### config.mk
export PLATFORM = sky130hd
export DESIGN_NAME = vic_cmd_status
export DESIGN_NICKNAME = d
export VERILOG_FILES = /design/src/vic_pkg.sv /design/src/vic_src_sync.sv /design/src/vic_cmd_status.sv
export SDC_FILE = /design/constraint.sdc
export NUM_CORES = 1
export LEC_CHECK = 0
export ABC_AREA = 1
export BUFFER_PORTS_ARGS = -buffer_cell sky130_fd_sc_hd__buf_2
export CORE_MARGIN = 5
export CORE_UTILIZATION = 58
export DETAILED_ROUTE_END_ITERATION = 6
export GPL_ROUTABILITY_DRIVEN = 1
export PLACE_DENSITY = 0.8
export SYNTH_ARGS = -nofsm -noshare
export SYNTH_HDL_FRONTEND = slang
export SYNTH_SLANG_ARGS = --single-unit
### constraint.sdc
create_clock -name clk_i -period 3.1 [get_ports clk_i]
set_input_delay 0.155 -clock clk_i [delete_from_list [all_inputs] [get_ports clk_i]]
set_output_delay 0.155 -clock clk_i [all_outputs]
set_load 0.02 [all_outputs]
### src/vic_pkg.sv
// package: register map, field positions and reset values of the interrupt command block
`default_nettype none
package vic_pkg;
    localparam int unsigned VIC_NSRC = 32;
    localparam int unsigned VIC_AW = 8;
    localparam int unsigned VIC_IDW = 5;
    // byte offsets of the 32-bit registers on the register bus
    localparam logic [VIC_AW-1:0] VIC_OFF_IVEC = 8'h00;
    localparam logic [VIC_AW-1:0] VIC_OFF_FVEC = 8'h04;
    localparam logic [VIC_AW-1:0] VIC_OFF_PEND = 8'h08;
    localparam logic [VIC_AW-1:0] VIC_OFF_MASK = 8'h0C;
    localparam logic [VIC_AW-1:0] VIC_OFF_CORE = 8'h10;
    localparam logic [VIC_AW-1:0] VIC_OFF_ENA = 8'h14;
    localparam logic [VIC_AW-1:0] VIC_OFF_DIS = 8'h18;
    localparam logic [VIC_AW-1:0] VIC_OFF_CLR = 8'h1C;
    localparam logic [VIC_AW-1:0] VIC_OFF_SET = 8'h20;
    localparam logic [VIC_AW-1:0] VIC_OFF_EOS = 8'h24;
    localparam logic [VIC_AW-1:0] VIC_OFF_SPUR = 8'h28;
    localparam logic [VIC_AW-1:0] VIC_OFF_DBG = 8'h2C;
    // source bit positions
    localparam int unsigned VIC_FAST_SOURCE_BIT = 0;
    localparam int unsigned VIC_SYSTEM_SOURCE_BIT = 1;
    // core line status and debug control fields
    localparam int unsigned VIC_FAST_LINE_STATUS = 0;
    localparam int unsigned VIC_NORMAL_LINE_STATUS = 1;
    localparam int unsigned VIC_PROTECTION_ENABLE = 0;
    localparam int unsigned VIC_GLOBAL_LINE_MASK = 1;
    localparam logic [1:0] VIC_DBG_BITS = 2'h3;
    // reset values
    localparam logic [31:0] VIC_RST_WORD = 32'h0000_0000;
    localparam logic [VIC_NSRC-1:0] VIC_RST_SRC = 32'h0000_0000;
    localparam logic [1:0] VIC_RST_DBG = 2'h0;
    localparam logic [VIC_IDW-1:0] VIC_RST_ID = 5'h00;
    // value returned by the fast vector read while a fast interrupt is pending and enabled (arbitrary)
    localparam logic [31:0] VIC_FAST_VEC_DEFAULT = 32'h0000_0000;
    // core-facing line states
    localparam logic VIC_LINE_ACTIVE_N = 1'b0;
    localparam logic VIC_LINE_IDLE_N = 1'b1;
endpackage : vic_pkg
`default_nettype wire

### src/vic_src_sync.sv
// source input synchroniser with per-bit rising edge detection
`default_nettype none
module vic_src_sync
    import vic_pkg::*;
(
    // clock and reset
    input wire logic clk_i,
    input wire logic rst_i,
    // raw sources from outside the clock domain
    input wire logic [VIC_NSRC-1:0] src_i,
    // synchronised rising edges, one-cycle pulses
    output logic [VIC_NSRC-1:0] rise_o
);
    logic [VIC_NSRC-1:0] meta_ff;
    logic [VIC_NSRC-1:0] sync_ff;
    logic [VIC_NSRC-1:0] prev_ff;

    genvar g;
    generate
        for (g = 0; g < VIC_NSRC; g++) begin : g_bit
            always_ff @(posedge clk_i) begin
                if (rst_i) begin
                    meta_ff[g] <= 1'b0;
                    sync_ff[g] <= 1'b0;
                    prev_ff[g] <= 1'b0;
                end else begin
                    meta_ff[g] <= src_i[g];
                    sync_ff[g] <= meta_ff[g];
                    prev_ff[g] <= sync_ff[g];
                end
            end
            assign rise_o[g] = sync_ff[g] & ~prev_ff[g];
        end
    endgenerate
endmodule : vic_src_sync
`default_nettype wire

### src/vic_cmd_status.sv
// command and status registers of the vectored interrupt controller, Wishbone slave
`default_nettype none
module vic_cmd_status
    import vic_pkg::*;
(
    // clock and reset
    input wire logic clk_i,
    input wire logic rst_i,
    // wishbone classic slave
    input wire logic wb_cyc_i,
    input wire logic wb_stb_i,
    input wire logic wb_we_i,
    input wire logic [VIC_AW-1:0] wb_adr_i,
    input wire logic [3:0] wb_sel_i,
    input wire logic [31:0] wb_dat_i,
    output logic [31:0] wb_dat_o,
    output logic wb_ack_o,
    // interrupt sources, rising edge sensitive
    input wire logic [VIC_NSRC-1:0] src_i,
    // request lines to the core, active low
    output logic fast_request_line_n_o,
    output logic normal_request_line_n_o,
    // protection mode state
    output logic protection_enable_o
);
    logic ack_ff;
    logic [31:0] dat_ff;
    logic [VIC_NSRC-1:0] pend_ff;
    logic [VIC_NSRC-1:0] mask_ff;
    logic [31:0] spur_ff;
    logic [1:0] dbg_ff;
    logic cur_valid_ff;
    logic [VIC_IDW-1:0] cur_id_ff;
    logic fast_n_ff;
    logic norm_n_ff;
    logic [VIC_NSRC-1:0] rise;
    logic acc;
    logic wr;
    logic rd;
    logic [31:0] wmask;
    logic [VIC_NSRC-1:0] active;
    logic norm_req;
    logic fast_req;
    logic [VIC_IDW-1:0] top_id;
    logic take_norm;
    logic take_fast;
    logic [VIC_NSRC-1:0] ack_clr;
    logic [VIC_NSRC-1:0] nxt_pend;
    logic [31:0] nxt_dat;

    // byte-lane merge for read-write stores
    function automatic logic [31:0] lane_merge(input logic [31:0] old_v,
                                               input logic [31:0] new_v,
                                               input logic [3:0] sel);
        logic [31:0] r;
        r = old_v;
        for (int b = 0; b < 4; b++) begin
            if (sel[b]) begin
                r[b*8 +: 8] = new_v[b*8 +: 8];
            end
        end
        return r;
    endfunction

    // lowest-numbered set bit among the normal sources
    function automatic logic [VIC_IDW-1:0] first_normal(input logic [VIC_NSRC-1:0] v);
        logic [VIC_IDW-1:0] r;
        r = VIC_RST_ID;
        for (int i = VIC_NSRC - 1; i > VIC_FAST_SOURCE_BIT; i--) begin
            if (v[i]) begin
                r = VIC_IDW'(i);
            end
        end
        return r;
    endfunction

    vic_src_sync u_sync (
        .clk_i(clk_i),
        .rst_i(rst_i),
        .src_i(src_i),
        .rise_o(rise)
    );

    assign acc = wb_cyc_i & wb_stb_i & ~ack_ff;
    assign wr = acc & wb_we_i;
    assign rd = acc & ~wb_we_i;
    assign wmask = lane_merge(VIC_RST_WORD, wb_dat_i, wb_sel_i);

    // evaluation of the request lines from the registered pending and mask
    assign active = pend_ff & mask_ff;
    assign fast_req = active[VIC_FAST_SOURCE_BIT];
    assign norm_req = (|active[VIC_NSRC-1:VIC_SYSTEM_SOURCE_BIT]) & ~cur_valid_ff;
    assign top_id = first_normal(active);

    // vector read acknowledges; with protection on only a write to it does
    always_comb begin
        if (dbg_ff[VIC_PROTECTION_ENABLE]) begin
            take_norm = wr && wb_adr_i == VIC_OFF_IVEC && norm_req;
            take_fast = wr && wb_adr_i == VIC_OFF_FVEC && fast_req;
        end else begin
            take_norm = rd && wb_adr_i == VIC_OFF_IVEC && norm_req;
            take_fast = rd && wb_adr_i == VIC_OFF_FVEC && fast_req;
        end
        ack_clr = VIC_RST_SRC;
        if (take_norm) begin
            ack_clr[top_id] = 1'b1;
        end
        if (take_fast) begin
            ack_clr[VIC_FAST_SOURCE_BIT] = 1'b1;
        end
    end

    // bus handshake: ack one cycle after the strobe, dropped the cycle after
    always_ff @(posedge clk_i) begin
        if (rst_i) begin
            ack_ff <= 1'b0;
        end else begin
            ack_ff <= acc;
        end
    end

    // pending: edges and set commands win over clears in the same cycle
    always_comb begin
        nxt_pend = pend_ff;
        if (wr && wb_adr_i == VIC_OFF_CLR) begin
            nxt_pend = nxt_pend & ~wmask;
        end
        nxt_pend = nxt_pend & ~ack_clr;
        nxt_pend = nxt_pend | rise;
        if (wr && wb_adr_i == VIC_OFF_SET) begin
            nxt_pend = nxt_pend | wmask;
        end
    end

    always_ff @(posedge clk_i) begin
        if (rst_i) begin
            pend_ff <= VIC_RST_SRC;
        end else begin
            pend_ff <= nxt_pend;
        end
    end

    // mask set and clear commands
    always_ff @(posedge clk_i) begin
        if (rst_i) begin
            mask_ff <= VIC_RST_SRC;
        end else if (wr && wb_adr_i == VIC_OFF_ENA) begin
            mask_ff <= mask_ff | wmask;
        end else if (wr && wb_adr_i == VIC_OFF_DIS) begin
            mask_ff <= mask_ff & ~wmask;
        end
    end

    // spurious vector and debug control stores
    always_ff @(posedge clk_i) begin
        if (rst_i) begin
            spur_ff <= VIC_RST_WORD;
            dbg_ff <= VIC_RST_DBG;
        end else if (wr && wb_adr_i == VIC_OFF_SPUR) begin
            spur_ff <= lane_merge(spur_ff, wb_dat_i, wb_sel_i);
        end else if (wr && wb_adr_i == VIC_OFF_DBG && wb_sel_i[0]) begin
            dbg_ff <= wb_dat_i[1:0] & VIC_DBG_BITS;
        end
    end

    // current normal interrupt: captured on acknowledge, ended by end-of-service write
    always_ff @(posedge clk_i) begin
        if (rst_i) begin
            cur_valid_ff <= 1'b0;
            cur_id_ff <= VIC_RST_ID;
        end else if (wr && wb_adr_i == VIC_OFF_EOS) begin
            cur_valid_ff <= 1'b0;
        end else if (take_norm) begin
            cur_valid_ff <= 1'b1;
            cur_id_ff <= top_id;
        end
    end

    // request lines, held idle under the global line mask
    always_ff @(posedge clk_i) begin
        if (rst_i) begin
            fast_n_ff <= VIC_LINE_IDLE_N;
            norm_n_ff <= VIC_LINE_IDLE_N;
        end else if (dbg_ff[VIC_GLOBAL_LINE_MASK]) begin
            fast_n_ff <= VIC_LINE_IDLE_N;
            norm_n_ff <= VIC_LINE_IDLE_N;
        end else begin
            fast_n_ff <= fast_req ? VIC_LINE_ACTIVE_N : VIC_LINE_IDLE_N;
            norm_n_ff <= norm_req ? VIC_LINE_ACTIVE_N : VIC_LINE_IDLE_N;
        end
    end

    // read data mux, unmapped offsets read zero
    always_comb begin
        nxt_dat = VIC_RST_WORD;
        case (wb_adr_i)
            VIC_OFF_IVEC: begin
                nxt_dat = norm_req ? 32'(top_id) : spur_ff;
            end
            VIC_OFF_FVEC: begin
                nxt_dat = fast_req ? VIC_FAST_VEC_DEFAULT : spur_ff;
            end
            VIC_OFF_PEND: begin
                nxt_dat = pend_ff;
            end
            VIC_OFF_MASK: begin
                nxt_dat = mask_ff;
            end
            VIC_OFF_CORE: begin
                nxt_dat[VIC_FAST_LINE_STATUS] = ~fast_n_ff;
                nxt_dat[VIC_NORMAL_LINE_STATUS] = ~norm_n_ff;
            end
            VIC_OFF_SPUR: begin
                nxt_dat = spur_ff;
            end
            VIC_OFF_DBG: begin
                nxt_dat[1:0] = dbg_ff;
            end
            default: begin
                nxt_dat = VIC_RST_WORD;
            end
        endcase
    end

    always_ff @(posedge clk_i) begin
        if (rst_i) begin
            dat_ff <= VIC_RST_WORD;
        end else if (rd) begin
            dat_ff <= nxt_dat;
        end
    end

    assign wb_ack_o = ack_ff;
    assign wb_dat_o = dat_ff;
    assign fast_request_line_n_o = fast_n_ff;
    assign normal_request_line_n_o = norm_n_ff;
    assign protection_enable_o = dbg_ff[VIC_PROTECTION_ENABLE];
endmodule : vic_cmd_status
`default_nettype wire

==> results.yml <==
routing:
  drc: 0
  top_layer: "met4"
  post_drt_via_cell_ratio: 5.31
  wl_met1_microns: 11400
  wl_met3_microns: 2600
  first_iter_violations: 923
  first_pass_iters: 5
  wl_per_cell_microns: 15.2
  drtAntennaViolNets: 0
  wl_met2_microns: 11800
  finalWirelength_microns: 26600
  vias: 9248
logic_synthesis:
  synth_cell_types: 35
  yosysTopAreaCell: "dfxtp_1"
  synth.most_common_cell: "nand2_1"
  ys_seq_elements: 230
  yosys_warnings: 0
  synth.avg_cell_area_sq_um: 7.12
  synth_nets: 1425
  async_reset_ff_share_pct: 0
  synth_area_leaders: "dfxtp_1 (48%), nand2_1 (9.7%), inv_1 (8.6%), nor2_1 (7.2%), a21oi_1 (6.9%)"
  synth_enable_flop_cells: 0
  synth_top_area_share_pct: 48.1
  synthCells: 1344
  ys_seq_area_share_pct: 48.1
  synth_common_cells: "nand2_1 (248), dfxtp_1 (230), inv_1 (220)"
  syn_area_sq_um: 9570
  ys.flop_type: "dfxtp_1"
critical_path:
  cp_top_family: "simple AND/OR/NAND/NOR gates"
  cp_slowest_cell: "dlygate4sd3_1"
  cpMostUsedCell: "nor2_1"
  critical_path_buf_inv_count: 6
  cp-end-kind: "register"
  worstPathCellList: "dlygate4sd3_1 > buf_2 > nand2_1 > dlygate4sd3_1 > nor2_1 > inv_2 > nor2_1 > inv_1 > nor2_1 > inv_1 > nor2_1 > nand2_1 > o21ai_0 > a21oi_1"
  cp-start-kind: "input pin"
  cp_max_fo: 16
  worstPathRequired_ns: 3.47
  path_class: "input pin to register"
  critPathArrivalTime_ns: 3.50
  max_stage_delay_ns: 0.55
placed_design:
  dpl_worst_slack_ns: 0.384
  hpwl_microns: 16900
  gp_congestion: 0.961
  placed_cell_area_sq_um: 10300
  port_buffers: 116
die:
  die-area_sq_um: 19200
  die_w_microns: 138
  row_count: 47
  io_pins: 117
  fp.dieH_microns: 138
  start_util_pct: 58.3
  core-area_sq_um: 16400
global_routing:
  grt_pass1_vias: 8570
  grt_usage_pct: 26.4
  grt_max_degree: 88
  grt_pass1_wl_microns: 42500
  grt_antenna_before_repair: 0
  overflow: 0
cts:
  cts_htree_levels: 1
  clk_latency_ns: 0.51
  numCtsBuffers: 23
  clk_pin_slew_ns: 0.06
  root_buffer: "clkbuf_16"
  cts_num_sinks: 230
  cts_tree: "built"
  clk_path_buf_depth: 3
power:
  p_leak_uw: 0.00514
  ir_worst_vdd_uv: 377
  cellPowerDensity_nw_per_um2: 533
sta:
  tightest_slew_ns: 0.869
  fin_worst_skew_ns: 0.00886
  max_slew_margin_pct: 42.1
  rsz0062_at_grt: "yes"
  final.period_utilization_pct: 101
  final.setup.tns_ns: -0.0288
  hold_slack_ns: 0.00993
  finalMaxSlewViolations: 0
  setup_viol: 1
  period_needed_ns: 3.13
  hold_viol: 0
  post-route-worst-setup-slack_ns: -0.0288
  max_freq_ghz: 0.320
finish:
  stdcell_area_sq_um: 11800
  finalNetCount: 1587
  fillers: 1274
  n_antenna_cell: 0
  finalCoreUtilization_pct: 71.9
  area_growth_pct: 23.3
  drive_gt1_share_pct: 14.1
flow_run:
  drv_cap: 0
run_status:
  failed_checks: "setup timing"
  outcome: "finished with violations"
hold_path:
  hold_path.class: "input pin to register"
==> metal layers <==
| layer | GRT usage, % | vias up |
|---|---|---|
| li1 | - | 4607 |
| met1 | 36.0 | 4127 |
| met4 | 9.05 | 0 |
| met5 | 0 | - |
| met3 | 5.46 | 76 |
| met2 | 41.9 | 438 |
==> per-stage QoR <==
step / power [uW] / instances
floorplan: 3310 / 1344
global placement: 3420 / 1634
detailed placement: 3420 / 1634
CTS: 6310 / 1741
global route: 6490 / 1742
finish: 6290 / 1742
==> power breakdown <==
part           internal [uW]  total (uW)  switching, uW
registers               3030        3060           26.6
logic                    162         378            216
clock network           1710        2850           1140
==> worst paths after layout <==
check | start | end | slack, ns | cells past startpoint
worst min register to register | u_sync.meta_ff[28] | u_sync.sync_ff[28] | 0.40 | 2
worst max-delay path | wb_stb_i | spur_ff[22] | -0.03 | 14
worst max register to register | pend_ff[31] | pend_ff[7] | 0.37 | 35
worst min-delay path | wb_dat_i[4] | spur_ff[4] | 0.01 | 3
==> worst register-to-register path, delay by kind of cell, from the launching register on <==
| family | cells | cell delay (ns) |
|---|---|---|
| and+or+nand+nor | 33 | 2.02 |
| DFF | 1 | 0.37 |
| AOI/OAI and AO/OA | 1 | 0.14 |
| buffers and inverters | 1 | 0.05 |
==> placed cells by master, fill, tap and decap left out, drive strengths merged, types with 3 or more instances in the layout <==
| cell | Yosys | layout |
|---|---|---|
| buf | 10 | 136 |
| o22ai | 32 | 32 |
| dlygate4sd3 | 0 | 66 |
| o21ai | 74 | 74 |
| a31oi | 33 | 33 |
| o21a | 4 | 4 |
| o221ai | 18 | 18 |
| dfxtp | 230 | 230 |
| clkbuf | 56 | 31 |
| a21oi | 132 | 132 |
| nand2 | 259 | 260 |
| nand3 | 26 | 26 |
| nor3 | 12 | 12 |
| nor2 | 184 | 184 |
| bufinv | 0 | 3 |
| nand4 | 16 | 16 |
| clkinv | 1 | 6 |
| inv | 237 | 238 |
| o211ai | 8 | 8 |
==> what timing repair did <==
action                     in CTS  in global routing
hold buffers                   66                  0
buffers inserted                0                  0
hold endpoints to repair       69                  0
setup endpoints to repair       0                 43
gates resized for setup         0                  5
==> layout make-up <==
class,instances,area [sq um],share of cell area (%)
sequential,230,4600,39.0
multi-input combinational,811,3850,32.6
timing repair buffer,202,1390,11.8
inverter,238,895,7.58
clock buffer,31,646,5.47
tap,220,275,2.33
clock inverter,10,139,1.18
==> cell families (layout without fill, tap and decap cells) <==
family | Yosys count | in the layout | share of synthesized area (%)
compound gates | 310 | 310 | 18.4
buf+inv | 304 | 481 | 12.2
flops | 230 | 230 | 48.1
simple gates | 500 | 501 | 21.2
Power figures use the tool's default switching activity.
